`src/rtl/pwr_pkg.sv`:
```
// Shared constants, types and TCM mask decoding for the system power state controller.
package pwr_pkg;

   // ------------------------------------------------------------------
   // System power states
   // ------------------------------------------------------------------
   // Codes 0 to 6 double as depth codes: a larger code is a deeper state.
   typedef enum logic [3:0] {
      ST_ACT    = 4'h0,
      ST_S0     = 4'h1,
      ST_S1     = 4'h2,
      ST_DS0    = 4'h3,
      ST_DS1    = 4'h4,
      ST_DS2    = 4'h5,
      ST_DS3    = 4'h6,
      ST_WK_OSC = 4'h7,
      ST_WK_PWR = 4'h8,
      ST_WK_MEM = 4'h9
   } sys_state_t;

   localparam logic [3:0] DEPTH_DEEPEST = 4'h6;

   // ------------------------------------------------------------------
   // Requester power levels, two bits per requester
   // ------------------------------------------------------------------
   localparam logic [1:0] LVL_OFF = 2'h0;
   localparam logic [1:0] LVL_DEEP = 2'h1;
   localparam logic [1:0] LVL_SLEEP = 2'h2;
   localparam logic [1:0] LVL_ACT = 2'h3;

   // ------------------------------------------------------------------
   // Register map, byte addresses on the Wishbone bus
   // ------------------------------------------------------------------
   localparam logic [7:0] REG_CTRL = 8'h00;
   localparam logic [7:0] REG_MEMRET = 8'h04;
   localparam logic [7:0] REG_FORCE = 8'h08;
   localparam logic [7:0] REG_STATUS = 8'h0c;

   localparam int CTRL_DEPTH_LSB = 0;
   localparam int MEMRET_TCM_LSB = 0;
   localparam int MEMRET_SSRAM_LSB = 4;
   localparam logic [3:0] CTRL_DEPTH_RST = 4'h2;
   localparam logic [2:0] MEMRET_TCM_RST = 3'h6;
   localparam logic [1:0] MEMRET_SSRAM_RST = 2'h2;

   // ------------------------------------------------------------------
   // Memory geometry
   // ------------------------------------------------------------------
   localparam int TCM_BANKS = 12;
   localparam int SSRAM_HALVES = 2;

   // Retained TCM banks of 32 kB: none, 32, 96, 128, 256, 352, 384 kB.
   function automatic logic [TCM_BANKS-1:0] tcm_mask(input logic [2:0] sel);
      case (sel)
         3'h0: tcm_mask = 12'h000;
         3'h1: tcm_mask = 12'h001;
         3'h2: tcm_mask = 12'h007;
         3'h3: tcm_mask = 12'h00f;
         3'h4: tcm_mask = 12'h0ff;
         3'h5: tcm_mask = 12'h7ff;
         default: tcm_mask = 12'hfff;
      endcase
   endfunction

   // ------------------------------------------------------------------
   // Wake sequencing times
   // ------------------------------------------------------------------
   localparam int CLK_PERIOD_PS = 5000;
   localparam int OSC_SETTLE_NS = 2000;
   localparam int PWR_SETTLE_NS = 1000;
   localparam int MEM_SETTLE_NS = 500;
   localparam int OSC_SETTLE_CYC = (OSC_SETTLE_NS * 1000 + CLK_PERIOD_PS - 1) / CLK_PERIOD_PS;
   localparam int PWR_SETTLE_CYC = (PWR_SETTLE_NS * 1000 + CLK_PERIOD_PS - 1) / CLK_PERIOD_PS;
   localparam int MEM_SETTLE_CYC = (MEM_SETTLE_NS * 1000 + CLK_PERIOD_PS - 1) / CLK_PERIOD_PS;
   localparam int CNT_W = 12;

   // ------------------------------------------------------------------
   // Control vector bit positions
   // ------------------------------------------------------------------
   localparam int C_CORE_CLK = 0;
   localparam int C_PER_CLK = 1;
   localparam int C_HIGH_FREQ_RC_OSCILLATOR = 2;
   localparam int C_LOW_FREQ_RC_OSCILLATOR = 3;
   localparam int C_XTAL = 4;
   localparam int C_CPU_PWR = 5;
   localparam int C_PER_PWR = 6;
   localparam int C_NVM_ON = 7;
   localparam int C_NVM_STBY = 8;
   localparam int C_CACHE_ON = 9;
   localparam int C_CACHE_RET = 10;
   localparam int C_MEM_ALL = 11;
   localparam int C_MEM_SEL = 12;
   localparam int C_TIMER = 13;
   localparam int C_RETAIN = 14;
   localparam int C_W = 15;

endpackage

```
`src/rtl/system_power_state_control.sv`:
```
// System power state controller: state machine, gating and power outputs.
//
// Summary of operation
// RULE_01: First sleep state only while every core reports sleep or deeper.
// RULE_02: First sleep: memories retained, NVM standby, fast RC on, core clocks gated.
// RULE_03: Second sleep state additionally needs every peripheral to report idle.
// RULE_04: Second sleep: memories retained, NVM standby, fast RC on, all clocks gated.
// RULE_05: Deep sleep 0: selected SRAM and cache retained, NVM off, CPU domains off.
// RULE_06: Deep sleep 1 equals deep sleep 0 but cache is powered off.
// RULE_07: Deep sleep 2: minimal SRAM, fast RC off, crystal on, switched domains off.
// RULE_08: Software asks for deep sleep 2 only with peripherals idle or saved.
// RULE_09: Deep sleep 3: no memory, slow RC only, logic retained, one timer runs.
// RULE_10: NVM off when all CPU requesters off and DMA requesters off or sleeping.
// RULE_11: Retained TCM selectable: none, 32, 96, 128, 256, 352, 384 kB.
// RULE_12: Domain power gate asserted on requested off, forced off, deep sleep 2 and 3 and oscillator wake, else powered.
// RULE_13: Encoded machine enters deepest met and permitted state, wakes to active.
// RULE_14: On deep wake restore oscillators, power, memory before core clocks.
`timescale 1ns/1ps
module system_power_state_control #(
   parameter int NCPU = 1,
   parameter int NDMA = 2,
   parameter int NPER = 8,
   parameter int NDOM = 4,
   parameter int OSC_CYC = pwr_pkg::OSC_SETTLE_CYC,
   parameter int PWR_CYC = pwr_pkg::PWR_SETTLE_CYC,
   parameter int MEM_CYC = pwr_pkg::MEM_SETTLE_CYC
) (
   // Clock, reset and enable
   input wire logic clock_i,
   input wire logic sys_rst_i,
   input wire logic ce_i,
   // Wishbone slave
   input wire logic wb_cyc_i,
   input wire logic wb_stb_i,
   input wire logic wb_we_i,
   input wire logic [7:0] wb_adr_i,
   input wire logic [31:0] wb_dat_i,
   input wire logic [3:0] wb_sel_i,
   output logic [31:0] wb_dat_o,
   output logic wb_ack_o,
   // Requesters and wake, asynchronous
   input wire logic [2*NCPU-1:0] cpu_lvl_i,
   input wire logic [2*NDMA-1:0] dma_lvl_i,
   input wire logic [2*NDOM-1:0] dom_lvl_i,
   input wire logic [NPER-1:0] periph_idle_i,
   input wire logic wakeup_i,
   // Clocks and oscillators
   output logic core_clk_en_o,
   output logic periph_clk_en_o,
   output logic high_freq_rc_oscillator_en_o,
   output logic low_freq_rc_oscillator_en_o,
   output logic xtal_en_o,
   output logic timer_run_o,
   // Power domains
   output logic cpu_dom_pwr_o,
   output logic cpu_state_retain_o,
   output logic [NDOM-1:0] dom_pg_o,
   // Memories
   output logic nvm_pwr_off_o,
   output logic nvm_standby_o,
   output logic cache_pwr_off_o,
   output logic cache_retain_o,
   output logic [pwr_pkg::TCM_BANKS-1:0] tcm_pwr_o,
   output logic [pwr_pkg::SSRAM_HALVES-1:0] ssram_pwr_o,
   // State
   output logic [3:0] sys_state_o
);

   // ------------------------------------------------------------------
   // Per-state control vector
   // ------------------------------------------------------------------
   function automatic logic [pwr_pkg::C_W-1:0] ctl_of(input pwr_pkg::sys_state_t st);
      logic [pwr_pkg::C_W-1:0] c;
      c = '0;
      // The always-on clock and its timer keep running in every state.
      c[pwr_pkg::C_LOW_FREQ_RC_OSCILLATOR] = 1'b1;
      c[pwr_pkg::C_TIMER] = 1'b1;
      case (st)
         pwr_pkg::ST_ACT: begin
            c[pwr_pkg::C_NVM_ON:pwr_pkg::C_CORE_CLK] = '1;
            c[pwr_pkg::C_CACHE_ON] = 1'b1;
            c[pwr_pkg::C_MEM_ALL] = 1'b1;
         end
         pwr_pkg::ST_S0, pwr_pkg::ST_S1: begin
            c[pwr_pkg::C_PER_CLK] = (st == pwr_pkg::ST_S0); // RULE_02 RULE_04
            c[pwr_pkg::C_HIGH_FREQ_RC_OSCILLATOR] = 1'b1;
            c[pwr_pkg::C_MEM_ALL:pwr_pkg::C_XTAL] = '1;
         end
         pwr_pkg::ST_DS0, pwr_pkg::ST_DS1: begin
            c[pwr_pkg::C_HIGH_FREQ_RC_OSCILLATOR:pwr_pkg::C_PER_CLK] = '1;
            c[pwr_pkg::C_XTAL] = 1'b1;
            c[pwr_pkg::C_PER_PWR] = 1'b1;
            c[pwr_pkg::C_CACHE_ON] = (st == pwr_pkg::ST_DS0); // RULE_05 RULE_06
            c[pwr_pkg::C_CACHE_RET] = (st == pwr_pkg::ST_DS0); // RULE_06
            c[pwr_pkg::C_MEM_SEL] = 1'b1;
            c[pwr_pkg::C_RETAIN] = 1'b1;
         end
         pwr_pkg::ST_DS2: begin
            c[pwr_pkg::C_XTAL] = 1'b1; // RULE_07
            c[pwr_pkg::C_MEM_SEL] = 1'b1;
            c[pwr_pkg::C_RETAIN] = 1'b1;
         end
         pwr_pkg::ST_DS3: begin
            c[pwr_pkg::C_RETAIN] = 1'b1; // RULE_09
         end
         pwr_pkg::ST_WK_OSC: begin
            c[pwr_pkg::C_HIGH_FREQ_RC_OSCILLATOR] = 1'b1; // RULE_14
            c[pwr_pkg::C_XTAL] = 1'b1;
            c[pwr_pkg::C_MEM_SEL] = 1'b1;
            c[pwr_pkg::C_RETAIN] = 1'b1;
         end
         pwr_pkg::ST_WK_PWR: begin
            c[pwr_pkg::C_HIGH_FREQ_RC_OSCILLATOR] = 1'b1;
            c[pwr_pkg::C_PER_PWR:pwr_pkg::C_XTAL] = '1; // RULE_14
            c[pwr_pkg::C_MEM_SEL] = 1'b1;
            c[pwr_pkg::C_RETAIN] = 1'b1;
         end
         pwr_pkg::ST_WK_MEM: begin
            c[pwr_pkg::C_HIGH_FREQ_RC_OSCILLATOR] = 1'b1;
            c[pwr_pkg::C_NVM_ON:pwr_pkg::C_XTAL] = '1; // RULE_14
            c[pwr_pkg::C_CACHE_ON] = 1'b1;
            c[pwr_pkg::C_MEM_ALL] = 1'b1;
            c[pwr_pkg::C_RETAIN] = 1'b1;
         end
         default: c = '0;
      endcase
      return c;
   endfunction

   localparam logic [pwr_pkg::C_W-1:0] CTL_RST = ctl_of(pwr_pkg::ST_ACT);
   localparam int SW = 2 * NCPU + 2 * NDMA + 2 * NDOM + NPER + 1;

   // ------------------------------------------------------------------
   // Input synchronisation
   // ------------------------------------------------------------------
   logic [SW-1:0] sync_q;
   logic [2*NCPU-1:0] cpu_lvl;
   logic [2*NDMA-1:0] dma_lvl;
   logic [2*NDOM-1:0] dom_lvl;
   logic [NPER-1:0] per_idle_v;
   logic wake_s;

   // The synchroniser resets to zero, so levels pass it inverted: after reset every
   // requester reads active and wake high, never off, so no false sleep follows reset.
   sync2 #(.W(SW)) u_sync (
      .clock_i(clock_i),
      .sys_rst_i(sys_rst_i),
      .ce_i(ce_i),
      .d_i(~{cpu_lvl_i, dma_lvl_i, dom_lvl_i, periph_idle_i, wakeup_i}),
      .q_o(sync_q)
   );

   assign {cpu_lvl, dma_lvl, dom_lvl, per_idle_v, wake_s} = ~sync_q;

   // ------------------------------------------------------------------
   // Registers
   // ------------------------------------------------------------------
   logic [3:0] max_depth;
   logic [2:0] tcm_sel;
   logic [1:0] ssram_sel;
   logic [NDOM-1:0] force_off;
   logic [31:0] status;

   power_regs #(.NDOM(NDOM)) u_regs (
      .clock_i(clock_i),
      .sys_rst_i(sys_rst_i),
      .ce_i(ce_i),
      .wb_cyc_i(wb_cyc_i),
      .wb_stb_i(wb_stb_i),
      .wb_we_i(wb_we_i),
      .wb_adr_i(wb_adr_i),
      .wb_dat_i(wb_dat_i),
      .wb_sel_i(wb_sel_i),
      .wb_dat_o(wb_dat_o),
      .wb_ack_o(wb_ack_o),
      .status_i(status),
      .max_depth_o(max_depth),
      .tcm_sel_o(tcm_sel),
      .ssram_sel_o(ssram_sel),
      .force_off_o(force_off)
   );

   // ------------------------------------------------------------------
   // Entry conditions
   // ------------------------------------------------------------------
   logic cpus_sleep;
   logic cpus_deep;
   logic cpus_off;
   logic dma_quiet;
   logic [NDOM-1:0] dom_off_req;

   always_comb begin
      cpus_sleep = 1'b1;
      cpus_deep = 1'b1;
      cpus_off = 1'b1;
      dma_quiet = 1'b1;
      for (int i = 0; i < NCPU; i++) begin
         cpus_sleep &= cpu_lvl[2*i +: 2] != pwr_pkg::LVL_ACT;
         cpus_deep &= cpu_lvl[2*i +: 2] <= pwr_pkg::LVL_DEEP;
         cpus_off &= cpu_lvl[2*i +: 2] == pwr_pkg::LVL_OFF;
      end
      for (int i = 0; i < NDMA; i++) begin
         dma_quiet &= (dma_lvl[2*i +: 2] == pwr_pkg::LVL_OFF) |
                      (dma_lvl[2*i +: 2] == pwr_pkg::LVL_SLEEP);
      end
      for (int i = 0; i < NDOM; i++) begin
         dom_off_req[i] = dom_lvl[2*i +: 2] == pwr_pkg::LVL_OFF;
      end
   end

   wire per_idle = &per_idle_v;
   wire nvm_req_off = cpus_off & dma_quiet; // RULE_10
   // Hardware ceiling: deep codes need deep cores, sleep codes need sleeping cores.
   wire [3:0] hw_cap = cpus_deep ? pwr_pkg::DEPTH_DEEPEST :
                       cpus_sleep ? 4'(pwr_pkg::ST_S1) : 4'(pwr_pkg::ST_ACT); // RULE_01
   wire [3:0] sw_cap = (max_depth > pwr_pkg::DEPTH_DEEPEST) ? pwr_pkg::DEPTH_DEEPEST : max_depth;
   wire [3:0] tgt_raw = (sw_cap < hw_cap) ? sw_cap : hw_cap; // RULE_13
   // The second sleep state falls back to the first while a peripheral is busy.
   wire [3:0] target = (tgt_raw == 4'(pwr_pkg::ST_S1) && !per_idle) ?
                       4'(pwr_pkg::ST_S0) : tgt_raw; // RULE_03
   wire wake = wake_s | ~cpus_sleep;

   // ------------------------------------------------------------------
   // State machine
   // ------------------------------------------------------------------
   pwr_pkg::sys_state_t state_r, state_nxt;
   logic [pwr_pkg::CNT_W-1:0] cnt_r, cnt_nxt;

   always_comb begin
      state_nxt = state_r;
      cnt_nxt = (cnt_r != '0) ? cnt_r - 1'b1 : cnt_r;
      case (state_r)
         pwr_pkg::ST_ACT: begin
            if (!wake && target != 4'(pwr_pkg::ST_ACT)) begin
               state_nxt = pwr_pkg::sys_state_t'(target); // RULE_13
            end
         end
         pwr_pkg::ST_S0, pwr_pkg::ST_S1: begin
            if (wake) begin
               state_nxt = pwr_pkg::ST_ACT;
            end
         end
         pwr_pkg::ST_DS0, pwr_pkg::ST_DS1, pwr_pkg::ST_DS2, pwr_pkg::ST_DS3: begin
            if (wake) begin
               state_nxt = pwr_pkg::ST_WK_OSC; // RULE_14
               cnt_nxt = pwr_pkg::CNT_W'(OSC_CYC - 1);
            end
         end
         pwr_pkg::ST_WK_OSC: begin
            if (cnt_r == '0) begin
               state_nxt = pwr_pkg::ST_WK_PWR;
               cnt_nxt = pwr_pkg::CNT_W'(PWR_CYC - 1);
            end
         end
         pwr_pkg::ST_WK_PWR: begin
            if (cnt_r == '0) begin
               state_nxt = pwr_pkg::ST_WK_MEM;
               cnt_nxt = pwr_pkg::CNT_W'(MEM_CYC - 1);
            end
         end
         pwr_pkg::ST_WK_MEM: begin
            if (cnt_r == '0) begin
               state_nxt = pwr_pkg::ST_ACT; // RULE_14
            end
         end
         default: state_nxt = pwr_pkg::ST_ACT;
      endcase
   end

   always_ff @(posedge clock_i or posedge sys_rst_i) begin
      if (sys_rst_i) begin
         state_r <= pwr_pkg::ST_ACT;
         cnt_r <= '0;
      end else if (ce_i) begin
         state_r <= state_nxt;
         cnt_r <= cnt_nxt;
      end
   end

   // ------------------------------------------------------------------
   // Output decoding
   // ------------------------------------------------------------------
   logic [pwr_pkg::C_W-1:0] ctl_r;
   logic [NDOM-1:0] pg_r;
   logic nvm_off_r;
   logic [pwr_pkg::TCM_BANKS-1:0] tcm_r;
   logic [pwr_pkg::SSRAM_HALVES-1:0] ssram_r;
   logic [pwr_pkg::C_W-1:0] ctl_nxt;
   logic [pwr_pkg::TCM_BANKS-1:0] tcm_nxt;
   logic [pwr_pkg::SSRAM_HALVES-1:0] ssram_nxt;
   logic [pwr_pkg::SSRAM_HALVES-1:0] ssram_sel_mask;

   assign ctl_nxt = ctl_of(state_nxt);
   assign ssram_sel_mask = (ssram_sel == 2'h0) ? 2'h0 : (ssram_sel == 2'h1) ? 2'h1 : 2'h3;
   assign tcm_nxt = ctl_nxt[pwr_pkg::C_MEM_ALL] ? '1 :
                    ctl_nxt[pwr_pkg::C_MEM_SEL] ? pwr_pkg::tcm_mask(tcm_sel) : '0; // RULE_11
   // The shared SRAM is dropped in deep sleep 2 so only the selected TCM stays retained.
   assign ssram_nxt = ctl_nxt[pwr_pkg::C_MEM_ALL] ? '1 :
                      (ctl_nxt[pwr_pkg::C_MEM_SEL] && state_nxt != pwr_pkg::ST_DS2) ?
                      ssram_sel_mask : '0; // RULE_07

   always_ff @(posedge clock_i or posedge sys_rst_i) begin
      if (sys_rst_i) begin
         ctl_r <= CTL_RST;
         pg_r <= '0;
         nvm_off_r <= 1'b0;
         tcm_r <= '1;
         ssram_r <= '1;
      end else if (ce_i) begin
         ctl_r <= ctl_nxt;
         pg_r <= dom_off_req | force_off | {NDOM{~ctl_nxt[pwr_pkg::C_PER_PWR]}}; // RULE_12
         nvm_off_r <= ~ctl_nxt[pwr_pkg::C_NVM_ON] | nvm_req_off; // RULE_10
         tcm_r <= tcm_nxt;
         ssram_r <= ssram_nxt;
      end
   end

   assign status = {24'h00_0000, nvm_off_r, per_idle, cpus_deep, cpus_sleep, state_r};

   assign core_clk_en_o = ctl_r[pwr_pkg::C_CORE_CLK];
   assign periph_clk_en_o = ctl_r[pwr_pkg::C_PER_CLK];
   assign high_freq_rc_oscillator_en_o = ctl_r[pwr_pkg::C_HIGH_FREQ_RC_OSCILLATOR];
   assign low_freq_rc_oscillator_en_o = ctl_r[pwr_pkg::C_LOW_FREQ_RC_OSCILLATOR];
   assign xtal_en_o = ctl_r[pwr_pkg::C_XTAL];
   assign timer_run_o = ctl_r[pwr_pkg::C_TIMER];
   assign cpu_dom_pwr_o = ctl_r[pwr_pkg::C_CPU_PWR];
   assign cpu_state_retain_o = ctl_r[pwr_pkg::C_RETAIN];
   assign dom_pg_o = pg_r;
   assign nvm_pwr_off_o = nvm_off_r;
   assign nvm_standby_o = ctl_r[pwr_pkg::C_NVM_STBY] & ~nvm_off_r;
   assign cache_pwr_off_o = ~ctl_r[pwr_pkg::C_CACHE_ON];
   assign cache_retain_o = ctl_r[pwr_pkg::C_CACHE_RET];
   assign tcm_pwr_o = tcm_r;
   assign ssram_pwr_o = ssram_r;
   assign sys_state_o = state_r;

endmodule

```
`src/rtl/sync2.sv`:
```
// Two-flop synchroniser for a bundle of asynchronous level inputs.
`timescale 1ns/1ps
module sync2 #(
   parameter int W = 1
) (
   // Clock, reset and enable
   input wire logic clock_i,
   input wire logic sys_rst_i,
   input wire logic ce_i,
   // Levels
   input wire logic [W-1:0] d_i,
   output logic [W-1:0] q_o
);

   logic [W-1:0] meta_r;
   logic [W-1:0] q_r;

   always_ff @(posedge clock_i or posedge sys_rst_i) begin
      if (sys_rst_i) begin
         meta_r <= '0;
         q_r <= '0;
      end else if (ce_i) begin
         meta_r <= d_i;
         q_r <= meta_r;
      end
   end

   assign q_o = q_r;

endmodule

```
`src/rtl/power_regs.sv`:
```
// Wishbone classic register slave holding the power controller settings.
`timescale 1ns/1ps
module power_regs #(
   parameter int NDOM = 4
) (
   // Clock, reset and enable
   input wire logic clock_i,
   input wire logic sys_rst_i,
   input wire logic ce_i,
   // Wishbone slave
   input wire logic wb_cyc_i,
   input wire logic wb_stb_i,
   input wire logic wb_we_i,
   input wire logic [7:0] wb_adr_i,
   input wire logic [31:0] wb_dat_i,
   input wire logic [3:0] wb_sel_i,
   output logic [31:0] wb_dat_o,
   output logic wb_ack_o,
   // Settings and status
   input wire logic [31:0] status_i,
   output logic [3:0] max_depth_o,
   output logic [2:0] tcm_sel_o,
   output logic [1:0] ssram_sel_o,
   output logic [NDOM-1:0] force_off_o
);

   logic ack_r;
   logic [31:0] dat_r;
   logic [3:0] depth_r;
   logic [2:0] tcm_r;
   logic [1:0] ssram_r;
   logic [NDOM-1:0] force_r;
   logic [31:0] rd_mux;
   wire req = wb_cyc_i & wb_stb_i & ~ack_r;
   wire wr_lo = req & wb_we_i & wb_sel_i[0];
   wire sel_ctrl = wb_adr_i == pwr_pkg::REG_CTRL;
   wire sel_mem = wb_adr_i == pwr_pkg::REG_MEMRET;
   wire sel_force = wb_adr_i == pwr_pkg::REG_FORCE;
   wire sel_stat = wb_adr_i == pwr_pkg::REG_STATUS;

   // Unmapped addresses are acknowledged and read as zero.
   assign rd_mux = sel_ctrl ? 32'(depth_r) :
                   sel_mem ? 32'({ssram_r, 1'b0, tcm_r}) :
                   sel_force ? 32'(force_r) :
                   sel_stat ? status_i : 32'h0000_0000;

   always_ff @(posedge clock_i or posedge sys_rst_i) begin
      if (sys_rst_i) begin
         ack_r <= 1'b0;
         dat_r <= 32'h0000_0000;
      end else if (ce_i) begin
         ack_r <= req;
         dat_r <= rd_mux;
      end
   end

   always_ff @(posedge clock_i or posedge sys_rst_i) begin
      if (sys_rst_i) begin
         depth_r <= pwr_pkg::CTRL_DEPTH_RST;
         tcm_r <= pwr_pkg::MEMRET_TCM_RST;
         ssram_r <= pwr_pkg::MEMRET_SSRAM_RST;
         force_r <= '0;
      end else if (ce_i && wr_lo) begin
         if (sel_ctrl) begin
            depth_r <= wb_dat_i[pwr_pkg::CTRL_DEPTH_LSB +: 4];
         end
         if (sel_mem) begin
            tcm_r <= wb_dat_i[pwr_pkg::MEMRET_TCM_LSB +: 3];
            ssram_r <= wb_dat_i[pwr_pkg::MEMRET_SSRAM_LSB +: 2];
         end
         if (sel_force) begin
            force_r <= wb_dat_i[NDOM-1:0];
         end
      end
   end

   assign wb_ack_o = ack_r;
   assign wb_dat_o = dat_r;
   assign max_depth_o = depth_r;
   assign tcm_sel_o = tcm_r;
   assign ssram_sel_o = ssram_r;
   assign force_off_o = force_r;

endmodule

```
`config.mk`:
```
export PLATFORM = sky130hd
export DESIGN_NAME = system_power_state_control
export DESIGN_NICKNAME = d
export VERILOG_FILES = /design/src/rtl/pwr_pkg.sv /design/src/rtl/system_power_state_control.sv /design/src/rtl/sync2.sv /design/src/rtl/power_regs.sv
export SDC_FILE = /design/constraint.sdc
export NUM_CORES = 1
export LEC_CHECK = 0
export BUFFER_PORTS_ARGS = -buffer_cell sky130_fd_sc_hd__buf_2
export CAP_MARGIN = 25
export CORE_MARGIN = 3
export CORE_UTILIZATION = 41
export DETAILED_ROUTE_END_ITERATION = 7
export GPL_ROUTABILITY_DRIVEN = 0
export HOLD_SLACK_MARGIN = 0.08
export SKIP_LAST_GASP = 1
export SLEW_MARGIN = 5
export SYNTH_ARGS = -nofsm -noshare
export SYNTH_HDL_FRONTEND = slang
export SYNTH_SLANG_ARGS = --single-unit
export TNS_END_PERCENT = 5
```
`constraint.sdc`:
```
create_clock -name clock_i -period 4.4 [get_ports clock_i]
set_clock_uncertainty 0.1 [all_clocks]
set_input_delay 0.88 -clock clock_i [delete_from_list [all_inputs] [get_ports clock_i]]
set_output_delay 0.88 -clock clock_i [all_outputs]
set_load 0.05 [all_outputs]
```
==> results by group, run 1 <==
Outcome
  • Status: completed

Timing
  • Final Hold Viols: 0
  • Slew margin rel.: 54.3%
  • Setup TNS: 0 ns
  • Crit path time final: 3.31 ns
  • Share of the clock period used by the worst path: 75.1%
  • Final Setup Violations: 0
  • Actual transition at the worst max-transition pin: 0.685 ns
  • Pins Over Slew Limit: 0
  • RSZ-0062 raised after global routing: no
  • Peak Freq: 302 MHz

CTS
  • H-tree depth: 3
  • TritonCTS clock tree: yes
  • CTS root buf: clkbuf_16
  • Clock Tree Buf Depth: 2
  • Worst-path clk slew: 0.07 ns
  • Clk sinks: 103
  • Hold-fix buffers, CTS: 0
  • Post-CTS Setup Bufs: 0
  • TritonCTS Buffers: 9
  • Clock Latency Late Sink: 0.35 ns
  • Post-cts sizing count: 0

Critical path
  • Kind of critical path: flip-flop to flip-flop
  • CP Launch Type: flip-flop
  • Critical path arrival: 3.49 ns
  • Max Fanout on Critical Path: 11
  • CP endpoint kind: flip-flop
  • WP data required: 4.59 ns

Yosys
  • Syn avg cell area: 10.4 sq um
  • Synth cell types: 63
  • Syn Inst Count: 490
  • Ys flop type: dfrtp_1
  • Synthesized area: 5110 sq um
  • Register area share after synthesis: 50.9%
  • EDFF count, synth: 0
  • Yosys Warn Count: 0
  • Post-synth ARST share: 100%
  • Flops & latches, synth: 103

Final layout
  • Reg area: 2600 sq um
  • Layout area overhead: 13.9%
  • Layout cell share with drive strength beyond 1: 30.8%
  • Non-Filler Instances: 726
  • Layout Utilization: 48.1%
  • Layout net count: 633
  • Most frequent cells in the layout: dfrtp_1 (84), buf_2 (83), nor2_1 (60)
  • Post-route cell area: 5830 sq um
  • Area of the multi-input gates: 2200 sq um
  • # fillers: 1,196
  • Antenna diodes: 0
  • Commonest non-fill, non-tap cell in the layout: dfrtp_1

Power
  • PwrDens: 550 nW/um^2
  • Pleak: 2.55 nW
  • Worst IR Drop VDD: 0.000224 V

Floorplanning
  • Core ar.: 12,100 sq um
  • Die Width: 118 microns
  • Die height: 118 microns
  • I/O pin cnt: 140
  • Starting density of the core: 42.2%
  • Row count: 40
  • Die area: 13,900 sq um

Drt
  • Initial DRC count: 164
  • Final WL: 11.0 mm
  • Vias: 3,765
  • DR pass1 iterations: 4
  • Wirelength per Cell: 15.1 microns
  • DR vias/cell: 5.19
  • Remaining DRCs: 0
  • Antenna-violating nets left: 0

Global routing
  • Largest net degree at the start of global routing: 59
  • Total track usage: 16.0%
  • Vias in the first global route: 3,625
  • First-pass GRT wire length: 18.3 mm
  • GRT Residual Overflow: 0
  • Antenna violations before repair: 0

Flow run
  • Max-cap violations: 0

Placement
  • Post-DP HPWL: 7.84 mm
  • Inst Count DP: 710
  • Placed inst area: 5510 sq um
  • Port Buffers: 84

Worst hold path
  • Worst min path class: flip-flop to flip-flop
stage by stage:
stage / worst slack (ns) / hold slack (ns) / power (W)
2_1_floorplan: 0.748 / 0.348 / 0.00220
3_3_place_gp: 1.10 / 0.363 / 0.00237
3_5_place_dp: 1.07 / 0.368 / 0.00239
4_1_cts: 1.07 / 0.382 / 0.00323
5_1_grt: 0.877 / 0.395 / 0.00338
6_report: 1.09 / 0.377 / 0.00320
critical path: stages, from the launching register on:
cell and delay, ns:
dfrtp_1 0.40, inv_1 0.11, ha_1 0.15, or4b_4 0.51
nor4_4 0.60, a311oi_1 0.19, o32a_1 0.36, a211oi_4 0.48
o211ai_1 0.19, o21a_1 0.16
synth_stat cells (4+ instances only):
| library cell | number | area share [%] |
|---|---|---|
| buf_4 | 31 | 4.5 |
| a211oi_1 | 8 | 1.2 |
| clkbuf_1 | 24 | 1.8 |
| a22o_1 | 7 | 1.2 |
| nor2_1 | 60 | 4.4 |
| o22ai_1 | 8 | 0.98 |
| inv_1 | 10 | 0.73 |
| dfstp_2 | 19 | 9.8 |
| o21ai_0 | 18 | 1.8 |
| o211ai_1 | 6 | 0.88 |
| nand2b_1 | 6 | 0.73 |
| mux2_2 | 35 | 7.7 |
| nand2_1 | 31 | 2.3 |
| a21oi_1 | 38 | 3.7 |
| nor4_1 | 8 | 0.98 |
| dfrtp_1 | 84 | 41 |
| nor3_1 | 7 | 0.68 |
| a31oi_1 | 4 | 0.49 |
| ha_1 | 7 | 1.7 |
| o2bb2ai_1 | 7 | 1.2 |
| nand3_1 | 5 | 0.49 |
worst paths after layout:
path / from / end / slack [ns] / cells after the start
worst min register to register: ctl_r[10]$_DFFE_PP0P_ / ctl_r[10]$_DFFE_PP0P_ / 0.38 / 1
worst max register to register: cnt_r[0]$_DFFE_PP0P_ / ctl_r[4]$_DFFE_PP1P_ / 1.09 / 9
max in group asynchronous: sys_rst_i / u_regs.tcm_sel_o[1]$_DFFE_PP1P_ / 2.77 / 3
worst min-delay path: ctl_r[10]$_DFFE_PP0P_ / ctl_r[10]$_DFFE_PP0P_ / 0.38 / 1
min in group asynchronous: sys_rst_i / sys_state_o[3]$_DFFE_PP0P_ / 0.54 / 2
worst max-delay path: cnt_r[0]$_DFFE_PP0P_ / ctl_r[4]$_DFFE_PP1P_ / 1.09 / 9
power breakdown:
group / switching (W) / internal, W
Sequential: 0.000147 / 0.00114
Combinational: 0.000777 / 0.000302
Clock: 0.000373 / 0.000465
Total: 0.00130 / 0.00191
cell families after synthesis:
family | synth area share [%]
buf+inv | 7.83
mux | 9.42
other cells | 0.0733
flops | 50.9
simple gates | 13.0
xor+xnor | 0.343
fa+ha+maj | 1.71
compound gates | 16.7
routing by layer:
metal	global-route usage (%)	wire length (microns)
met3	3.99	600
met4	4.32	121
met5	0	0
met2	25.7	5140
met1	21.7	5110
final cells by class:
class,count,share of cell area (%)
Sequential cell,103,44.7
Multi-Input combinational cell,339,37.8
Timing Repair Buffer,88,7.77
Clock buffer,10,4.10
Tap cell,168,3.61
Clock inverter,6,1.29
Inverter,12,0.816
flip-flops by register name (all words and copies together) (netlist names):
name and flops:
u_sync.meta_r 21, u_sync.q_o 21, cnt_r 12, ctl_r 10, u_regs.wb_dat_o 8, tcm_pwr_o 6
dom_pg_o 4, sys_state_o 4, u_regs.force_off_o 4, u_regs.max_depth_o 4, u_regs.tcm_sel_o 3, ssram_pwr_o 2
u_regs.ssram_sel_o 2, nvm_pwr_off_o 1, u_regs.wb_ack_o 1
Note: power is estimated with default switching activity, not from simulation.
==> run 2: changes to the inputs <==
--- a/config.mk
+++ b/config.mk
@@ -5,6 +5,7 @@
 export SDC_FILE = /design/constraint.sdc
 export NUM_CORES = 1
 export LEC_CHECK = 0
+export ABC_AREA = 1
 export BUFFER_PORTS_ARGS = -buffer_cell sky130_fd_sc_hd__buf_2
 export CAP_MARGIN = 25
 export CORE_MARGIN = 3
@@ -12,6 +13,7 @@
 export DETAILED_ROUTE_END_ITERATION = 7
 export GPL_ROUTABILITY_DRIVEN = 0
 export HOLD_SLACK_MARGIN = 0.08
+export PLACE_DENSITY = 0.67
 export SKIP_LAST_GASP = 1
 export SLEW_MARGIN = 5
 export SYNTH_ARGS = -nofsm -noshare
==> constraint.sdc (replaced) <==
create_clock -name clock_i -period 2.79 [get_ports clock_i]
set_clock_uncertainty 0.1 [all_clocks]
set_input_delay 0.558 -clock clock_i [delete_from_list [all_inputs] [get_ports clock_i]]
set_output_delay 0.558 -clock clock_i [all_outputs]
set_load 0.05 [all_outputs]
==> results by group, run 2 <==
Final layout
  • Commonest non-fill, non-tap cell in the layout: nand2_1 (was dfrtp_1)
  • Most frequent cells in the layout: nand2_1 (187), dfrtp_1 (84), buf_2 (84) (was dfrtp_1 (84), buf_2 (83), nor2_1 (60))
  • Layout net count: 803 (was 633)
  • Layout area overhead: 15.4% (was 13.9%)
  • Layout cell share with drive strength beyond 1: 24.6% (was 30.8%)
  • Antenna diodes: 0 (unchanged)

CTS
  • Worst-path clk slew: 0.07 ns (about the same)
  • Post-CTS Setup Bufs: 0 (unchanged)
  • Post-cts sizing count: 0 (unchanged)
  • TritonCTS clock tree: yes (unchanged)
  • Hold-fix buffers, CTS: 0 (unchanged)
  • TritonCTS Buffers: 9 (unchanged)
  • Clk sinks: 103 (unchanged)
  • Clock Tree Buf Depth: 2 (unchanged)
  • H-tree depth: 3 (unchanged)
  • Clock Latency Late Sink: 0.36 ns (was 0.35 ns)
  • CTS root buf: clkbuf_16 (unchanged)

Global routing
  • Largest net degree at the start of global routing: 104 (was 59)
  • Antenna violations before repair: 0 (unchanged)
  • Total track usage: 16.9% (was 16.0%)
  • Vias in the first global route: 4,185 (was 3,625)
  • GRT Residual Overflow: 0 (unchanged)
  • First-pass GRT wire length: 19.6 mm (was 18.3 mm)

Drt
  • Antenna-violating nets left: 0 (unchanged)
  • Initial DRC count: 250 (was 164)
  • Wirelength per Cell: 12.9 microns (was 15.1 microns)
  • DR vias/cell: 4.84 (was 5.19)
  • Vias: 4,360 (was 3,765)
  • Final WL: 11.7 mm (was 11.0 mm)
  • DR pass1 iterations: 4 (unchanged)
  • Remaining DRCs: 0 (unchanged)

Timing
  • Slew margin rel.: 62.3% (was 54.3%)
  • Share of the clock period used by the worst path: 92.0% (was 75.1%)
  • Final Hold Viols: 0 (unchanged)
  • Peak Freq: 389 MHz (was 302 MHz)
  • Crit path time final: 2.57 ns (was 3.31 ns)
  • Final Setup Violations: 0 (unchanged)
  • Setup TNS: 0 ns (unchanged)
  • RSZ-0062 raised after global routing: no (unchanged)
  • Pins Over Slew Limit: 0 (unchanged)
  • Actual transition at the worst max-transition pin: 0.561 ns (was 0.685 ns)
  • Final WS setup: 0.222 ns (was 1.09 ns)

Critical path
  • CP cell instances: nor2_1 > inv_1 > ha_4 > nand2_4 > nand3_1 > nand2_1 > o21bai_2 > o21bai_4 > nor2_1 > o21ai_4 > nand2_4 > nor2_4 > a21oi_2 (was inv_1 > ha_1 > or4b_4 > nor4_4 > a311oi_1 > o32a_1 > a211oi_4 > o211ai_1 > o21a_1)
  • Kind of critical path: flip-flop to flip-flop (unchanged)
  • WP data required: 2.97 ns (was 4.59 ns)
  • Max Fanout on Critical Path: 7 (was 11)
  • Slowest stage delay, CP: 0.43 ns (was 0.60 ns)
  • Critical path arrival: 2.75 ns (was 3.49 ns)
  • Critical-path top delay cell: dfrtp_1 (was nor4_4)
  • CP bufs+invs: 1 (unchanged)
  • Top delay family on crit path: simple AND/OR/NAND/NOR gates (was compound AO/OA/AOI/OAI gates)
  • CP Launch Type: flip-flop (unchanged)
  • CP endpoint kind: flip-flop (unchanged)

Power
  • Pleak: 3.08 nW (was 2.55 nW)
  • Worst IR Drop VDD: 0.000358 V (was 0.000224 V)
  • PwrDens: 948 nW/um^2 (was 550 nW/um^2)

Outcome
  • Status: completed (unchanged)

Yosys
  • Syn avg cell area: 8.23 sq um (was 10.4 sq um)
  • Post-synth top cells: nand2_1 (189), dfrtp_1 (84), inv_1 (62), o21ai_0 (62), nor2_1 (46) (was dfrtp_1 (84), nor2_1 (60), a21oi_1 (38), mux2_2 (35))
  • EDFF count, synth: 0 (unchanged)
  • Leading area contributor after synthesis: dfrtp_1 (unchanged)
  • Synth cell types: 47 (was 63)
  • Syn Inst Count: 648 (was 490)
  • Yosys Warn Count: 0 (unchanged)
  • Top post-synthesis cells by area: dfrtp_1 (39%), nand2_1 (13%), dfstp_2 (9.4%), o21ai_0 (5.8%), buf_4 (4.4%) (was dfrtp_1 (41%), dfstp_2 (9.8%), mux2_2 (7.7%), buf_4 (4.5%), nor2_1 (4.4%))
  • Synthesized area: 5330 sq um (was 5110 sq um)
  • Flops & latches, synth: 103 (unchanged)
  • Share of the synthesized area in the top cell type: 39.4% (was 41.1%)
  • Post-synth ARST share: 100% (unchanged)
  • Count leader, synth: nand2_1 (was dfrtp_1)
  • Ys flop type: dfrtp_1 (unchanged)
  • Register area share after synthesis: 48.8% (was 50.9%)

Placement
  • Place WS: 0.0834 ns (was 1.07 ns)
  • Port Buffers: 84 (unchanged)
  • Post-DP HPWL: 8.51 mm (was 7.84 mm)

Worst hold path
  • Worst min path class: input port to async pin (was flip-flop to flip-flop)

Floorplanning
  • Die Width: 120 microns (was 118 microns)
  • Die area: 14,400 sq um (was 13,900 sq um)
  • Die height: 120 microns (was 118 microns)
  • Row count: 41 (was 40)
  • Core ar.: 12,700 sq um (was 12,100 sq um)
  • I/O pin cnt: 140 (unchanged)
  • Starting density of the core: 42.1% (was 42.2%)

Flow run
  • Max-cap violations: 0 (unchanged)
-- run 2: kinds of logic after synthesis --
| logic type | share of synthesized area, % |
|---|---|
| and+or+nand+nor | 24.8 |
| buffers and inverters | 10.8 |
| AOI/OAI and AO/OA | 13.0 |
| DFF | 48.8 |
| adders and majority gates | 1.64 |
| xor gates and xnor gates | 0.821 |
| other | 0.0703 |
-- run 2: path summary, 6_finish.rpt --
kind	from	end	slack, ns	cells after the start
min	sys_rst_i	u_sync.meta_r[2]$_DFFE_PP0P_	0.26	3
min in group clock_i	dom_lvl_i[7]	u_sync.meta_r[16]$_DFFE_PP0P_	0.29	2
max reg2reg	u_regs.max_depth_o[3]$_DFFE_PP0P_	ssram_pwr_o[1]$_DFFE_PP1P_	0.22	13
max in group asynchronous	sys_rst_i	tcm_pwr_o[2]$_DFFE_PP1P_	1.92	3
min reg2reg	ctl_r[4]$_DFFE_PP1P_	ctl_r[4]$_DFFE_PP1P_	0.37	2
max	u_regs.max_depth_o[3]$_DFFE_PP0P_	ssram_pwr_o[1]$_DFFE_PP1P_	0.22	13
-- run 2: final cells by class --
class / count / area [sq um]
fill: 1233 / 6520
multi-input combinational: 446 / 2270
inverter: 71 / 273
timing repair buffer: 92 / 505
sequential: 103 / 2600
clock inverter: 6 / 51.3
clock buffer: 10 / 239
tap: 172 / 215
-- run 2: through the flow --
step / power (W) / util, % / std cells / area, sq um / hold slack, ns
2_1_floorplan: 0.00409 / - / 671 / 5420 / 0.342
5_1_grt: 0.00618 / 48.6 / 900 / 6150 / 0.288
4_1_cts: 0.00584 / 48.3 / 900 / 6120 / 0.274
3_3_place_gp: 0.00452 / 46.0 / 884 / 5830 / 0.355
6_report: 0.00583 / 48.6 / 900 / 6150 / 0.257
3_5_place_dp: 0.00459 / 46.0 / 884 / 5830 / 0.357
-- run 2: power breakdown --
part           leakage, nW  switching, W  total, W  internal (W)
clock                0.139      0.000588   0.00123      0.000644
sequential            1.24      0.000192   0.00202       0.00182
combinational         1.70       0.00189   0.00259      0.000694
-- run 2: worst min-delay path, delay by kind of cell --
family   cells  cell delay, ns
buf+inv      3            0.59
-- run 2: metal layers --
metal	up-vias	GRT usage, %	part of all wire, %
met5	-	0	0
met4	0	6.44	1.8
met2	120	27.0	47
met1	2048	22.7	46
met3	13	3.49	5.2
li1	2179	-	-
==> run 3: changes to the inputs <==
--- a/config.mk
+++ b/config.mk
@@ -5,7 +5,6 @@
 export SDC_FILE = /design/constraint.sdc
 export NUM_CORES = 1
 export LEC_CHECK = 0
-export ABC_AREA = 1
 export BUFFER_PORTS_ARGS = -buffer_cell sky130_fd_sc_hd__buf_2
 export CAP_MARGIN = 25
 export CORE_MARGIN = 3
==> results by group, run 3 (same netlist as run 1, synthesis figures left out) <==
Floorplanning
  • Core ar.: 12,100 sq um (was 12,700 sq um)
  • Die area: 13,900 sq um (was 14,400 sq um)
  • I/O pin cnt: 140 (unchanged)
  • Die Width: 118 microns (was 120 microns)
  • Starting density of the core: 42.2% (was 42.1%)
  • Die height: 118 microns (was 120 microns)
  • Row count: 40 (was 41)

Global routing
  • Global Route met3 Usage: 2.93% (was 3.49%)
  • Largest net degree at the start of global routing: 104 (unchanged)
  • Vias in the first global route: 3,829 (was 4,185)
  • Met2 usage: 27.0% (about the same)
  • M1 GR Usage: 21.9% (was 22.7%)
  • Global route hottest layer: met2 (unchanged)
  • Total track usage: 16.6% (was 16.9%)
  • Antenna violations before repair: 0 (unchanged)
  • GRT Residual Overflow: 0 (unchanged)
  • First-pass GRT wire length: 18.9 mm (was 19.6 mm)

Final layout
  • Layout area overhead: 22.2% (was 15.4%)
  • Commonest non-fill, non-tap cell in the layout: dfrtp_1 (was nand2_1)
  • Most frequent cells in the layout: dfrtp_1 (84), buf_2 (83), nor2_1 (59) (was nand2_1 (187), dfrtp_1 (84), buf_2 (84))
  • Layout net count: 668 (was 803)
  • Antenna diodes: 0 (unchanged)
  • Layout cell share with drive strength beyond 1: 38.3% (was 24.6%)

Critical path
  • R2R setup slack: 0.08 ns (was 0.22 ns)
  • CP Launch Type: flip-flop (unchanged)
  • Critical path arrival: 2.88 ns (was 2.75 ns)
  • Max Fanout on Critical Path: 6 (was 7)
  • CP cell instances: or2_4 > ha_4 > or2_4 > buf_4 > a21oi_2 > a31oi_1 > o32a_2 > or2_4 > a21o_4 > o22ai_2 (was nor2_1 > inv_1 > ha_4 > nand2_4 > nand3_1 > nand2_1 > o21bai_2 > o21bai_4 > nor2_1 > o21ai_4 > nand2_4 > nor2_4 > a21oi_2)
  • WP data required: 2.96 ns (was 2.97 ns)
  • CP most frequent cell: or2_4
  • CP endpoint kind: flip-flop (unchanged)
  • Worst r2r path cells: 10 (was 13)
  • Slowest stage delay, CP: 0.44 ns (was 0.43 ns)
  • End of the critical path: tcm_pwr_o[3]$_DFFE_PP1P_ (was ssram_pwr_o[1]$_DFFE_PP1P_)
  • Top delay family on crit path: compound AO/OA/AOI/OAI gates (was simple AND/OR/NAND/NOR gates)
  • Crit path depth: 10 (was 13)
  • Worst r2r src: u_regs.max_depth_o[3]$_DFFE_PP0P_ (unchanged)
  • Kind of critical path: flip-flop to flip-flop (unchanged)
  • CP bufs+invs: 1 (unchanged)
  • Critical-path top delay cell: o32a_2 (was dfrtp_1)
  • Crit path from: u_regs.max_depth_o[3]$_DFFE_PP0P_ (unchanged)
  • R2R Path End: tcm_pwr_o[3]$_DFFE_PP1P_ (was ssram_pwr_o[1]$_DFFE_PP1P_)

Timing
  • Actual transition at the worst max-transition pin: 0.536 ns (was 0.561 ns)
  • Pins Over Slew Limit: 0 (unchanged)
  • Share of the clock period used by the worst path: 97.3% (was 92.0%)
  • Slew margin rel.: 64.3% (was 62.3%)
  • Final Hold Viols: 0 (unchanged)
  • Peak Freq: 369 MHz (was 389 MHz)
  • RSZ-0062 raised after global routing: yes (was no)
  • Final Setup Violations: 0 (unchanged)
  • Setup TNS: 0 ns (unchanged)
  • Final WS setup: 0.0766 ns (was 0.222 ns)
  • Crit path time final: 2.71 ns (was 2.57 ns)

CTS
  • TritonCTS clock tree: yes (unchanged)
  • Clock Latency Late Sink: 0.35 ns (was 0.36 ns)
  • H-tree depth: 3 (unchanged)
  • Hold-fix buffers, CTS: 0 (unchanged)
  • Clk sinks: 103 (unchanged)
  • Clock Tree Buf Depth: 2 (unchanged)
  • Worst-path clk slew: 0.07 ns (about the same)
  • CTS root buf: clkbuf_16 (unchanged)
  • TritonCTS Buffers: 9 (unchanged)

Drt
  • Antenna-violating nets left: 0 (unchanged)
  • Remaining DRCs: 0 (unchanged)
  • Final WL: 11.8 mm (was 11.7 mm)
  • DR vias/cell: 5.22 (was 4.84)
  • DR pass1 iterations: 4 (unchanged)
  • Initial DRC count: 190 (was 250)
  • Vias: 3,970 (was 4,360)
  • Wirelength per Cell: 15.6 microns (was 12.9 microns)

Power
  • Switching power: 0.00211 W (was 0.00267 W)
  • Power share of the clock group: 23.7% (was 21.1%)
  • Internal power: 0.00318 W (was 0.00316 W)
  • Worst IR Drop VDD: 0.000418 V (was 0.000358 V)
  • Sequential share of power: 37.2% (was 34.5%)
  • Pleak: 2.76 nW (was 3.08 nW)
  • Logic gate share of total power: 39.1% (was 44.3%)
  • Sw frac: 39.9% (was 45.8%)
  • PwrDens: 847 nW/um^2 (was 948 nW/um^2)

Worst hold path
  • Worst min path class: input port to async pin (unchanged)

Placement
  • Post-DP HPWL: 8.44 mm (was 8.51 mm)
  • Port Buffers: 84 (unchanged)
  • Place WS: -0.199 ns (was 0.0834 ns)

Outcome
  • Status: completed (unchanged)

Flow run
  • Max-cap violations: 0 (unchanged)
==> run 3: changes by cell type in the layout (fill, tap and decap cells not counted), sizes merged, moves of 6 or more <==
cell,before,now
mux2,0,35
o2bb2ai,0,7
o211ai,0,6
inv,73,11
a21oi,19,40
a22o,0,7
a211oi,2,9
nand2b,0,6
o21ai,68,19
nand3,24,5
buf,92,123
nand2,198,31
nand4,6,0
==> run 3: power by group through the flow <==
stage               clock (W)  sequential [W]  combinational, W
floorplan                   0         0.00244           0.00103
global placement            0         0.00199           0.00193
detailed placement          0         0.00200           0.00197
CTS                   0.00129         0.00197           0.00201
global route          0.00134         0.00201           0.00221
finish                0.00125         0.00197           0.00207
==> run 3: cell type report <==
cell class | count | area (sq um)
Fill cell | 1121 | 5860
Multi-Input combinational cell | 339 | 2360
Inverter | 12 | 48.8
Tap cell | 168 | 210
Timing Repair Buffer | 123 | 732
Clock buffer | 10 | 229
Sequential cell | 103 | 2600
Clock inverter | 6 | 67.6
==> run 3: worst min-delay path, delay by kind of cell <==
family / cells / cell delay (ns)
buffers and inverters: 3 / 0.60
==> run 3: per-layer routing <==
layer | routed length, microns | part of all wire, %
met1 | 5340 | 45
met2 | 5600 | 47
met3 | 562 | 4.7
met4 | 346 | 2.9
met5 | 0 | 0
==> run 3: repair_timing <==
action / CTS / global route
buffers inserted: 1 / 2
gates resized for setup: 12 / 19
endpoints found under the setup margin: 17 / 25
pin swaps: 4 / 7
==> run 3: stage by stage <==
| step | power (W) | utilization [%] | hold WS, ns | cells | instance area [sq um] |
|---|---|---|---|---|---|
| after floorplan | 0.00347 | - | 0.348 | 513 | 5200 |
| after global placement | 0.00392 | 47.6 | 0.367 | 742 | 5770 |
| after detailed placement | 0.00397 | 47.6 | 0.370 | 742 | 5770 |
| after CTS | 0.00527 | 50.7 | 0.260 | 759 | 6140 |
| after global routing | 0.00556 | 51.6 | 0.275 | 761 | 6250 |
| final | 0.00529 | 51.6 | 0.267 | 761 | 6250 |
==> run 3: worst min-delay path by stage <==
stage	start	end	slack [ns]
floorplan	u_sync.meta_r[19]$_DFFE_PP0P_	u_sync.meta_r[19]$_DFFE_PP0P_	0.35
global placement	u_sync.meta_r[19]$_DFFE_PP0P_	u_sync.meta_r[19]$_DFFE_PP0P_	0.37
detailed placement	u_regs.wb_dat_o[6]$_DFFE_PP0P_	u_regs.wb_dat_o[6]$_DFFE_PP0P_	0.37
CTS	periph_idle_i[0]	u_sync.meta_r[1]$_DFFE_PP0P_	0.26
global route	dom_lvl_i[1]	u_sync.meta_r[10]$_DFFE_PP0P_	0.28
finish	sys_rst_i	cnt_r[6]$_DFFE_PP0P_	0.27
